<file path="src/core/aips_regs.svh">
// constant offsets, field positions, reset values and scaling limits for the
// analog input parameter and scaling block; assumes a byte-wide parameter record
//
// Contract
// - diagnostic byte 00h disables interrupt, 40h enables it.
// - wire-break byte bits 0..3 enable channels 0..3; bits 7..4 reserved.
// - wire-break detection only on resistance-thermometer or thermocouple channels.
// - limit byte bits 0..3 enable monitoring on channels 0..3; bits 7..4 reserved.
// - mains rejection two bits per channel: 00 off, 01 60Hz, 10 50Hz, 11 reserved.
// - temperature channels cannot switch rejection off; default code used instead.
// - function code FFh deactivates the channel.
// - codes 10h/20h 0..10V, 12h/22h +-10V, 11h/21h +-80mV; first 27648, second 16384.
// - 27648 format: over 32511, unipolar under -4864, bipolar -27648 down to -32512.
// - 16384 format: over 20480, unipolar under -3277, bipolar -16384 down to -20480.
// - 80mV range scales linearly to full scale, limits as bipolar 10V.
// - each channel has upper limit default 7FFFh and lower limit default 8000h.
// - channel values read as two bytes at +0, +2, +4, +6.
`ifndef AIPS_REGS_SVH
`define AIPS_REGS_SVH

// parameter record byte offsets
`define AIPS_OFS_DIAG        5'h00
`define AIPS_OFS_OPEN_WIRE   5'h01
`define AIPS_OFS_LIMIT       5'h02
`define AIPS_OFS_TEMP_UNIT   5'h04
`define AIPS_OFS_MAINS       5'h05
`define AIPS_OFS_CH_BASE     5'h08
`define AIPS_CH_STRIDE       5'h06
// byte positions within a channel group
`define AIPS_CH_FN           3'h0
`define AIPS_CH_FO           3'h1
`define AIPS_CH_UL_HI        3'h2
`define AIPS_CH_UL_LO        3'h3
`define AIPS_CH_LL_HI        3'h4
`define AIPS_CH_LL_LO        3'h5

// reset values
`define AIPS_RST_DIAG        8'h00
`define AIPS_RST_OPEN_WIRE   8'h00
`define AIPS_RST_LIMIT       8'h00
`define AIPS_RST_TEMP_UNIT   8'h00
`define AIPS_RST_MAINS       8'h02
`define AIPS_RST_FN          8'h10
`define AIPS_RST_FO          8'h02
`define AIPS_RST_UPPER       16'h7FFF
`define AIPS_RST_LOWER       16'h8000

// codes
`define AIPS_DIAG_ON         8'h40
`define AIPS_MAINS_OFF       2'h0
`define AIPS_MAINS_DEFAULT   2'h2
`define AIPS_FN_OFF          8'hFF
`define AIPS_FN_U10_A        8'h10
`define AIPS_FN_U10_B        8'h20
`define AIPS_FN_B10_A        8'h12
`define AIPS_FN_B10_B        8'h22
`define AIPS_FN_MV80_A       8'h11
`define AIPS_FN_MV80_B       8'h21
`define AIPS_FN_TEMP_LO      8'h50
`define AIPS_FN_TEMP_HI      8'hBF

// front end sample: signed, nominal full scale at 2^22
`define AIPS_RAW_SHIFT       22
`define AIPS_FS_A            16'h6C00
`define AIPS_OVER_A          16'h7EFF
`define AIPS_UNDER_UNI_A     16'hED00
`define AIPS_UNDER_BIP_A     16'h8100
`define AIPS_FS_B            16'h4000
`define AIPS_OVER_B          16'h5000
`define AIPS_UNDER_UNI_B     16'hF333
`define AIPS_UNDER_BIP_B     16'hB000
`define AIPS_VALUE_OFF       16'h0000

`endif

</file>
<file path="src/core/aips_pkg.sv">
// types shared by the analog input parameter and scaling block
// assumes aips_regs.svh supplies the numeric constants
package aips_pkg;
    typedef enum logic [2:0] {
        AIPS_RANGE_OFF,
        AIPS_RANGE_UNI10,
        AIPS_RANGE_BIP10,
        AIPS_RANGE_BIP80M,
        AIPS_RANGE_TEMP,
        AIPS_RANGE_OTHER
    } aips_range_type;

    typedef logic signed [23:0] aips_raw_type;
endpackage

</file>
<file path="src/core/aips_top.sv">
// parameter record decoding, per-channel scaling, limit and wire-break logic
// assumes a host writing the byte record and reading the input area, and an
// analog front end presenting signed samples and raw open-wire indications
`timescale 1ns/1ps
`include "aips_regs.svh"

module aips_top (
    // clock and reset
    input  wire logic          ref_clk,
    input  wire logic          rst_n,
    // parameter record access
    input  wire logic          param_wr,
    input  wire logic          param_rd,
    input  wire logic [4:0]    param_addr,
    input  wire logic [7:0]    param_wdata,
    output logic      [7:0]    param_rdata,
    // input area read
    input  wire logic          in_rd,
    input  wire logic [2:0]    in_addr,
    output logic      [15:0]   in_rdata,
    // analog front end
    input  wire logic [3:0]    sample_valid,
    input  wire logic [95:0]   sample_raw,
    input  wire logic [3:0]    open_wire_detect,
    // decoded configuration to the front end
    output logic      [3:0]    channel_active,
    output logic      [7:0]    temperature_unit,
    output logic      [7:0]    mains_rejection,
    // status
    output logic      [3:0]    open_wire,
    output logic      [3:0]    limit_over,
    output logic      [3:0]    limit_under,
    output logic               diag_irq
);
    logic [7:0]  diag_interrupt_enable;
    logic [7:0]  open_wire_enable;
    logic [7:0]  limit_watch_enable;
    logic [7:0]  temperature_unit_select;
    logic [7:0]  mains_reject_select;
    logic [3:0][7:0]  channel_function_code;
    logic [3:0][7:0]  function_option;
    logic [3:0][15:0] upper_limit_value;
    logic [3:0][15:0] lower_limit_value;
    logic [3:0][15:0] value;
    logic [3:0]       is_temp;
    logic [3:0]       next_open_wire;
    logic [3:0][4:0]  ch_base;
    logic [7:0]       next_param_rdata;

    // header bytes
    always_ff @(posedge ref_clk) begin
        if (!rst_n) begin
            diag_interrupt_enable   <= `AIPS_RST_DIAG;
            open_wire_enable        <= `AIPS_RST_OPEN_WIRE;
            limit_watch_enable      <= `AIPS_RST_LIMIT;
            temperature_unit_select <= `AIPS_RST_TEMP_UNIT;
            mains_reject_select     <= `AIPS_RST_MAINS;
        end else if (param_wr) begin
            case (param_addr)
                `AIPS_OFS_DIAG:      diag_interrupt_enable   <= param_wdata;
                `AIPS_OFS_OPEN_WIRE: open_wire_enable        <= param_wdata;
                `AIPS_OFS_LIMIT:     limit_watch_enable      <= param_wdata;
                `AIPS_OFS_TEMP_UNIT: temperature_unit_select <= param_wdata;
                `AIPS_OFS_MAINS:     mains_reject_select     <= param_wdata;
                default: ;
            endcase
        end
    end

    genvar ch;
    generate
        for (ch = 0; ch < 4; ch++) begin : g_ch
            aips_pkg::aips_range_type range;
            logic                     format_b;
            logic [7:0]               fn;
            logic [1:0]               rej;
            logic signed [15:0]       sv;

            assign ch_base[ch] = 5'(`AIPS_OFS_CH_BASE + ch * `AIPS_CH_STRIDE);
            assign fn = channel_function_code[ch];

            always_ff @(posedge ref_clk) begin
                if (!rst_n) begin
                    channel_function_code[ch] <= `AIPS_RST_FN;
                    function_option[ch]       <= `AIPS_RST_FO;
                    upper_limit_value[ch]     <= `AIPS_RST_UPPER;
                    lower_limit_value[ch]     <= `AIPS_RST_LOWER;
                end else if (param_wr) begin
                    case (param_addr - ch_base[ch])
                        5'(`AIPS_CH_FN):    channel_function_code[ch]    <= param_wdata;
                        5'(`AIPS_CH_FO):    function_option[ch]          <= param_wdata;
                        5'(`AIPS_CH_UL_HI): upper_limit_value[ch][15:8]  <= param_wdata;
                        5'(`AIPS_CH_UL_LO): upper_limit_value[ch][7:0]   <= param_wdata;
                        5'(`AIPS_CH_LL_HI): lower_limit_value[ch][15:8]  <= param_wdata;
                        5'(`AIPS_CH_LL_LO): lower_limit_value[ch][7:0]   <= param_wdata;
                        default: ;
                    endcase
                end
            end

            always_comb begin
                format_b = 1'b0;
                case (fn)
                    `AIPS_FN_OFF:    range = aips_pkg::AIPS_RANGE_OFF;
                    `AIPS_FN_U10_A:  range = aips_pkg::AIPS_RANGE_UNI10;
                    `AIPS_FN_B10_A:  range = aips_pkg::AIPS_RANGE_BIP10;
                    `AIPS_FN_MV80_A: range = aips_pkg::AIPS_RANGE_BIP80M;
                    `AIPS_FN_U10_B: begin
                        range    = aips_pkg::AIPS_RANGE_UNI10;
                        format_b = 1'b1;
                    end
                    `AIPS_FN_B10_B: begin
                        range    = aips_pkg::AIPS_RANGE_BIP10;
                        format_b = 1'b1;
                    end
                    `AIPS_FN_MV80_B: begin
                        range    = aips_pkg::AIPS_RANGE_BIP80M;
                        format_b = 1'b1;
                    end
                    default: begin
                        if (fn >= `AIPS_FN_TEMP_LO && fn <= `AIPS_FN_TEMP_HI) begin
                            range = aips_pkg::AIPS_RANGE_TEMP;
                        end else begin
                            range = aips_pkg::AIPS_RANGE_OTHER;
                        end
                    end
                endcase
            end

            assign is_temp[ch]        = (range == aips_pkg::AIPS_RANGE_TEMP);
            assign channel_active[ch] = (range != aips_pkg::AIPS_RANGE_OFF);
            assign temperature_unit[2*ch +: 2] = temperature_unit_select[2*ch +: 2];
            assign rej = mains_reject_select[2*ch +: 2];
            // no rejection off on temperature inputs
            assign mains_rejection[2*ch +: 2] =
                (is_temp[ch] && rej == `AIPS_MAINS_OFF) ? `AIPS_MAINS_DEFAULT : rej;

            assign next_open_wire[ch] = open_wire_enable[ch] & is_temp[ch]
                                        & open_wire_detect[ch];

            aips_scaler u_scaler (
                .ref_clk      (ref_clk),
                .rst_n        (rst_n),
                .sample_valid (sample_valid[ch]),
                .sample_raw   (sample_raw[24*ch +: 24]),
                .range        (range),
                .format_b     (format_b),
                .value        (value[ch])
            );

            assign sv = value[ch];

            always_ff @(posedge ref_clk) begin
                if (!rst_n) begin
                    limit_over[ch]  <= 1'b0;
                    limit_under[ch] <= 1'b0;
                end else begin
                    limit_over[ch]  <= limit_watch_enable[ch] && channel_active[ch]
                                       && (sv > $signed(upper_limit_value[ch]));
                    limit_under[ch] <= limit_watch_enable[ch] && channel_active[ch]
                                       && (sv < $signed(lower_limit_value[ch]));
                end
            end
        end
    endgenerate

    // wire-break status and diagnostic interrupt
    always_ff @(posedge ref_clk) begin
        if (!rst_n) begin
            open_wire <= 4'h0;
            diag_irq  <= 1'b0;
        end else begin
            open_wire <= next_open_wire;
            diag_irq  <= (diag_interrupt_enable == `AIPS_DIAG_ON)
                         && |(next_open_wire & ~open_wire);
        end
    end

    // parameter readback; reserved bytes read zero
    always_comb begin
        next_param_rdata = 8'h00;
        case (param_addr)
            `AIPS_OFS_DIAG:      next_param_rdata = diag_interrupt_enable;
            `AIPS_OFS_OPEN_WIRE: next_param_rdata = open_wire_enable;
            `AIPS_OFS_LIMIT:     next_param_rdata = limit_watch_enable;
            `AIPS_OFS_TEMP_UNIT: next_param_rdata = temperature_unit_select;
            `AIPS_OFS_MAINS:     next_param_rdata = mains_reject_select;
            default: begin
                for (int i = 0; i < 4; i++) begin
                    case (param_addr - ch_base[i])
                        5'(`AIPS_CH_FN):    next_param_rdata = channel_function_code[i];
                        5'(`AIPS_CH_FO):    next_param_rdata = function_option[i];
                        5'(`AIPS_CH_UL_HI): next_param_rdata = upper_limit_value[i][15:8];
                        5'(`AIPS_CH_UL_LO): next_param_rdata = upper_limit_value[i][7:0];
                        5'(`AIPS_CH_LL_HI): next_param_rdata = lower_limit_value[i][15:8];
                        5'(`AIPS_CH_LL_LO): next_param_rdata = lower_limit_value[i][7:0];
                        default: ;
                    endcase
                end
            end
        endcase
    end

    always_ff @(posedge ref_clk) begin
        if (!rst_n) begin
            param_rdata <= 8'h00;
        end else if (param_rd) begin
            param_rdata <= next_param_rdata;
        end
    end

    always_ff @(posedge ref_clk) begin
        if (!rst_n) begin
            in_rdata <= 16'h0000;
        end else if (in_rd) begin
            in_rdata <= value[in_addr[2:1]];
        end
    end
endmodule

</file>
<file path="src/core/aips_scaler.sv">
// one channel of result scaling and clamping into the 16-bit value word
// assumes the front end delivers samples with nominal full scale at 2^22
`timescale 1ns/1ps
`include "aips_regs.svh"

module aips_scaler (
    // clock and reset
    input  wire logic                    ref_clk,
    input  wire logic                    rst_n,
    // sample in
    input  wire logic                    sample_valid,
    input  wire aips_pkg::aips_raw_type  sample_raw,
    // decoded configuration
    input  wire aips_pkg::aips_range_type range,
    input  wire logic                    format_b,
    // scaled value
    output logic [15:0]                  value
);
    logic signed [40:0] product;
    logic signed [40:0] scaled;
    logic signed [40:0] over_lim;
    logic signed [40:0] under_lim;
    logic [15:0]        full_scale;
    logic [15:0]        next_value;

    always_comb begin
        full_scale = format_b ? `AIPS_FS_B : `AIPS_FS_A;
        over_lim   = 41'($signed(`AIPS_OVER_A));
        under_lim  = (range == aips_pkg::AIPS_RANGE_UNI10) ? 41'($signed(`AIPS_UNDER_UNI_A))
                                                            : 41'($signed(`AIPS_UNDER_BIP_A));
        if (format_b) begin
            over_lim  = 41'($signed(`AIPS_OVER_B));
            under_lim = (range == aips_pkg::AIPS_RANGE_UNI10) ? 41'($signed(`AIPS_UNDER_UNI_B))
                                                               : 41'($signed(`AIPS_UNDER_BIP_B));
        end
        product = 41'(sample_raw * $signed({1'b0, full_scale}));
        scaled  = product >>> `AIPS_RAW_SHIFT;
        if (scaled > over_lim) begin
            scaled = over_lim;
        end else if (scaled < under_lim) begin
            scaled = under_lim;
        end
        case (range)
            aips_pkg::AIPS_RANGE_OFF:    next_value = `AIPS_VALUE_OFF;
            aips_pkg::AIPS_RANGE_UNI10,
            aips_pkg::AIPS_RANGE_BIP10,
            aips_pkg::AIPS_RANGE_BIP80M: next_value = scaled[15:0];
            // other ranges arrive already in engineering units
            default:                     next_value = sample_raw[15:0];
        endcase
    end

    always_ff @(posedge ref_clk) begin
        if (!rst_n) begin
            value <= `AIPS_VALUE_OFF;
        end else if (sample_valid || range == aips_pkg::AIPS_RANGE_OFF) begin
            value <= next_value;
        end
    end
endmodule

</file>
<file path="config.mk">
export PLATFORM = sky130hd
export DESIGN_NAME = aips_top
export DESIGN_NICKNAME = d
export VERILOG_FILES = /design/src/core/aips_pkg.sv /design/src/core/aips_top.sv /design/src/core/aips_scaler.sv
export VERILOG_INCLUDE_DIRS = /design/src /design/src/core
export SDC_FILE = /design/constraint.sdc
export NUM_CORES = 2
export LEC_CHECK = 0
export ABC_AREA = 1
export ABC_CLOCK_PERIOD_IN_PS = 6830
export BUFFER_PORTS_ARGS = -buffer_cell sky130_fd_sc_hd__buf_2
export CAP_MARGIN = 20
export CELL_PAD_IN_SITES_DETAIL_PLACEMENT = 1
export CELL_PAD_IN_SITES_GLOBAL_PLACEMENT = 1
export CORE_MARGIN = 2
export CORE_UTILIZATION = 42
export CTS_CLUSTER_SIZE = 10
export DETAILED_ROUTE_END_ITERATION = 8
export GPL_ROUTABILITY_DRIVEN = 0
export PLACE_DENSITY_LB_ADDON = 0.2
export RECOVER_POWER = 100
export SLEW_MARGIN = 40
export SYNTH_ARGS = -nofsm -noshare
export SYNTH_HDL_FRONTEND = slang
export SYNTH_SLANG_ARGS = --single-unit
</file>
<file path="constraint.sdc">
create_clock -name ref_clk -period 6.83 [get_ports ref_clk]
set_input_delay 1.0245 -clock ref_clk [delete_from_list [all_inputs] [get_ports ref_clk]]
set_output_delay 1.0245 -clock ref_clk [all_outputs]
set_load 0.02 [all_outputs]
</file>
## Word-level counts from Yosys, hierarchy flattened

Cells that the tools add are included.

- Add/subtract/negate cells: 4
- $mul: 4
- Magnitude comparators: 25
- Equal/unequal tests: 69
- Muxes and demuxes: 55
- Bitwise gates (word level): 10
- Reduce and logical (&&, ||, !) cells: 92

Operators by type and width:

| cell | count |
|---|---|
| $pmux 8 s6 | 4 |
| $mux 15 | 12 |
| $mul 24x16->40 | 4 |
| $mux 16 | 9 |
| $pmux 16 s2 | 4 |
| $mux 14 | 8 |
| $eq 8x5->1 const B | 12 |
| $eq 8x6->1 const B | 12 |
| $gt 19x16->1 | 4 |
| $lt 19x16->1 | 4 |
| $gt 16x16->1 | 4 |
| $lt 16x16->1 | 4 |
| $reduce_and 2->1 | 29 |
| $eq 5x3->1 const B | 10 |
| $pmux 3 s4 | 4 |
| $eq 5x2->1 const B | 9 |
| $pmux 8 s5 | 1 |
| $bmux 16 s2 | 1 |
| $eq 8x8->1 const B | 4 |
| $ge 8x7->1 const B | 4 |
| $le 8x8->1 const B | 4 |
| $eq 5x1->1 const B | 5 |
| $logic_not 5->1 | 5 |
| $eq 3x2->1 const B | 8 |
| other kinds (19) | 94 |

- Flip-flop bits (word level): 333
- Input port bits: 125
- Output and inout port bits: 57
- Logic and storage cells: 304

## Logic depth before layout (Yosys ltp)

- Depth after elaboration: 11
- Depth in mapped cells: 50
- Depth with buffers taken out: 49

## Modules after synthesis

Synthesis repeated with hierarchy kept, for this count alone.

- Cells, all modules: 5759
- Area, all modules: 40586.4 um^2

By module, submodules not included:

| module | instances | cells an instance | area each (um^2) | seq. area each (um^2) |
|---|---|---|---|---|
| aips_top | 1 | 2208 | 15621.2 | 5385.2 |
| aips_scaler (g_ch[1].u_scaler) | 1 | 903 | 6369.9 | 320.3 |
| aips_scaler (g_ch[3].u_scaler) | 1 | 892 | 6244.7 | 320.3 |
| aips_scaler (g_ch[0].u_scaler) | 1 | 883 | 6200.9 | 320.3 |
| aips_scaler (g_ch[2].u_scaler) | 1 | 873 | 6149.6 | 320.3 |

## Worst setup path after synthesis

No wires, ideal clock.

- Kind: reg-to-reg
- From: register channel_function_code, in the netlist g_ch[2].fn[2]
- To: register g_ch[2].u_scaler.value[11]
- Arrival time: 6.762 ns
- Setup slack: -0.054 ns
- Stages on the path, launching flop included: 42
- Buffers on the path: 3
- Cells stage by stage: dfxtp_1 nor2_2 nand2_2 nor2_4 clkbuf_1 buf_1 nor2_1 ha_1 fa_1 inv_1 fa_1 inv_1 ha_1 ha_1 ha_1 ha_1 nand2_1 nor4_1 [... 6 more ...] xor2_1 ha_1 nand2_1 nor2_1 nand2_1 nor2_1 nand3_1 nor2_1 nand3_1 nor2_2 nor2_4 nand3_4 buf_6 nand2_1 nand2_1 nand2_1 nand2_1 a21oi_2

- Longest elaborated chain between the ends: 11

RTL lines:

| what | line | source |
|---|---|---|
| start, declared | aips_top.sv:40 | `logic [3:0][7:0] channel_function_code;` |
| start signal, assigned by index | aips_top.sv:84 | `` channel_function_code[ch] <= `AIPS_RST_FN; `` |
| start signal, assigned by index | aips_top.sv:90 | `` 5'(`AIPS_CH_FN): channel_function_code[ch] <= param_wdata; `` |
| parallel branches: the longest is 11 deep, another holds $mul 24x16->40 | - |  |
| end signal, assigned | aips_scaler.sv:55 | `` value <= `AIPS_VALUE_OFF; `` |
| end signal, assigned | aips_scaler.sv:57 | `value <= next_value;` |
| end, declared | aips_scaler.sv:17 | `output logic [15:0] value` |

Parallel ways; which one is timed is not known.
A chain may end at the register's enable or synchronous reset.

## Worst setup path in the final report

- From: register channel_function_code, in the netlist g_ch[3].fn[7]
- To: register g_ch[3].u_scaler.value[9]

- Longest elaborated chain between the ends: 11

RTL lines:

| what | line |
|---|---|
| parallel branches: the longest is 11 deep, another holds $mul 24x16->40 | - |
| end signal, assigned | aips_scaler.sv:55 |
| end signal, assigned | aips_scaler.sv:57 |
| end, declared | aips_scaler.sv:17 |

Parallel ways; which one is timed is not known.

==> reports/summary.txt <==
clk buf depth: 3
Max stage delay on crit path: 0.55 ns
drt total wl: 157.3 mm
Final Util: 0.5348
Final Slew Violations: 125
Fill cells: 11781
share of layout cells above drive strength 1: 0.2052
FMAX: 0.1464 GHz
Crit-path slowest cell: fa_1
Final Hold Fails: 0
power per cell area: 390.4 mW/mm^2
drt via density: 5.509
worst-skew pair later-pin latency: 0.59 ns
CP Class: reg -> reg
Max Cap Viol: 2
# hold bufs at CTS: 0
Final Skew: 0.03140 ns
placed insts: 7358
YS warnings: 0
Rel. slew slack: -1.631
Synth area leaders: ha_1, dfxtp_1, inv_1
Final Non-Filler Cells: 7478
GRT overflow: 0
H-tree level count: 2
CTS Sinks: 333
Critical Path End Type: flop
die outline area: 0.09581 sq mm
leakage power: 25.25 nW
Tcrit/Tclk final: 1.000
sequential share of the synthesized area: 0.1700
CTS tree: built
logic gate share of total power: 0.774
Syn-to-layout area delta: 26.74%
Pint: 0.009772 W
wire per inst: 21.04 microns
Worst Path Required: 7.29 ns
Mapped Nets: 6616
hold path cells: 2
setup ws final: -0.002554 ns
Die X: 309.5 microns
Hold Crit Class: reg -> reg
drt first-iter violations: 2459
CTS buffer count: 42
initial antenna violation count: 6
Initial Utilization: 0.4220
GRT Util Overall: 0.2845
Clk pin slew, worst setup/hold paths: 0.06 ns
Synth Area per Inst: 6.995 sq um
Setup violations, final: 1
Nets: 7217
DR pass1 iterations: 5
Synth Cell Area: 0.03921 sq mm
Reg power frac: 0.119
IO Count: 182
switching portion of total power: 0.4963
synthesized instance count: 5605
DPL Wire Length: 111.9 mm
CP max FO: 5
largest area contributor in the netlist: ha_1
Critical Path AT: 7.29 ns
Power, Total: 0.01940 W
Psw: 0.009626 W
PortBufs: 180
first-pass GRT wire length: 218.0 mm
vias in the first global route: 40814
core area: 0.09291 sq mm
Max VDD drop: 186.7 uV
post-synthesis async set-or-reset flop share: 0
status: finished, violations left
power share of the clock group: 0.108
DRC Markers: 0
violated checks: capacitance limit, slew limit, setup timing
Synth top area share: 0.2279
Yosys reg bits: 333
Die Y: 309.5 microns
Row Count: 112
Post-synth top cells: inv_1, nand2_1, ha_1, nor2_1, a21oi_1
ys flop type: dfxtp_1
type of origin of the critical path: flop
ANT nets after route: 0
clk root buf: clkbuf_16
R2R cell count: 39
DR vias: 41195
RSZ-0062 raised after global routing: true
synth unique cells: 61
CP most frequent cell: nand2_1
pin count of the biggest net entering global routing: 207
most frequent cell after synthesis: inv_1
Worst-Margin Slew: 3.947 ns
EDFF count, synth: 0
Period minus WS final: 6.833 ns
-- final timing paths --
kind | startpoint | slack (ns) | end
setup / recovery | g_ch[3].fn[7] | -0.003 | g_ch[3].u_scaler.value[9]
hold / removal | function_option[12] | 0.45 | function_option[12]
setup reg to reg | g_ch[3].fn[7] | -0.003 | g_ch[3].u_scaler.value[9]
hold reg to reg | function_option[12] | 0.45 | function_option[12]
-- logic make-up (layout without fill, tap and decap cells) --
family	after synthesis	after routing	synth area share
mux	15	15	0.003829
compound gates	1113	1113	0.1596
simple gates	1952	1956	0.2138
xor+xnor	80	80	0.01825
flops	333	333	0.1700
fa+ha+maj	886	886	0.3157
buf+inv	1226	1840	0.1188
other cells	0	1	0
-- through the flow --
stage / setup WS (ns) / hold slack (ns) / area, sq um / TNS, ns
2_1_floorplan: 0.003399 / 0.4236 / 39210 / 0
3_3_place_gp: -0.1350 / 0.4330 / 44640 / -3.699
3_5_place_dp: -0.3285 / 0.4487 / 44710 / -14.20
4_1_cts: 0.001833 / 0.4511 / 46040 / 0
5_1_grt: -0.3128 / 0.4808 / 49690 / -14.39
6_report: -0.002554 / 0.4533 / 49690 / -0.002554
-- timing repair --
item	in CTS	in global routing
resized for setup	15	557
endpoints found under the hold margin	0	0
setup buffers	3	43
pin swaps	3	144
gates cloned	0	12
setup endpoints to repair	55	60
-- worst max-delay path: cells and delay by family, from the launching register on --
kind            cells  cell delay [ns]
fa+ha+maj           7             2.48
simple gates       19             2.19
buf+inv             7             0.91
compound gates      5             0.59
flops               1             0.36
xor+xnor            1             0.15
-- cell usage in the layout, fill, tap and decap left out, types with 50 or more instances in the layout --
| cell | instances |
|---|---|
| a21oi_1 | 387 |
| a21oi_2 | 67 |
| buf_2 | 121 |
| buf_4 | 498 |
| clkbuf_1 | 64 |
| clkbuf_16 | 50 |
| dfxtp_1 | 318 |
| fa_1 | 172 |
| ha_1 | 559 |
| ha_4 | 148 |
| inv_1 | 1054 |
| nand2_1 | 909 |
| nand2_2 | 102 |
| nand3_1 | 179 |
| nand4_1 | 77 |
| nor2_1 | 420 |
| nor2_2 | 75 |
| nor3_1 | 56 |
| o211ai_1 | 76 |
| o21ai_0 | 354 |
| o22ai_1 | 59 |
-- layer usage --
metal | global-route usage | part of all wire | vias to the layer above
met5 | 0 | 0.00024 | -
met4 | 0.07744 | 0.041 | 8
met3 | 0.03907 | 0.050 | 366
met2 | 0.4871 | 0.49 | 1062
met1 | 0.3731 | 0.42 | 20197
li1 | - | - | 19562
-- power by group through the flow --
stage | registers, W | logic, W | clock network [W]
after floorplan | 0.00221 | 0.00707 | 0
after global placement | 0.00233 | 0.0109 | 0
after detailed placement | 0.00233 | 0.0114 | 0
after CTS | 0.00229 | 0.0115 | 0.00211
after global routing | 0.00231 | 0.0164 | 0.00218
final | 0.00231 | 0.0150 | 0.00209
-- sequential cells by signal, indices dropped and copies added, names as in the netlist --
register / cells
temperature_unit: 8
limit_watch_enable: 8
limit_over: 4
upper_limit_value: 64
g_ch.fn: 32
limit_under: 4
g_ch.u_scaler.value: 64
diag_interrupt_enable: 8
open_wire_enable: 8
open_wire: 4
function_option: 32
diag_irq: 1
mains_reject_select: 8
lower_limit_value: 64
in_rdata: 16
param_rdata: 8
-- area by class of cell --
cell class                 count  area [sq um]  area share
multi-input combinational   4050         31120      0.6263
sequential                   333          6693      0.1347
inverter                    1081          4063     0.08176
clock buffer                  54          1147     0.02309
clock inverter                 7         68.82    0.001385
antenna                        1         2.502  0.00005036
timing repair buffer         698          5025      0.1011
tap                         1254          1569     0.03158
Power figures use the tool's default switching activity.
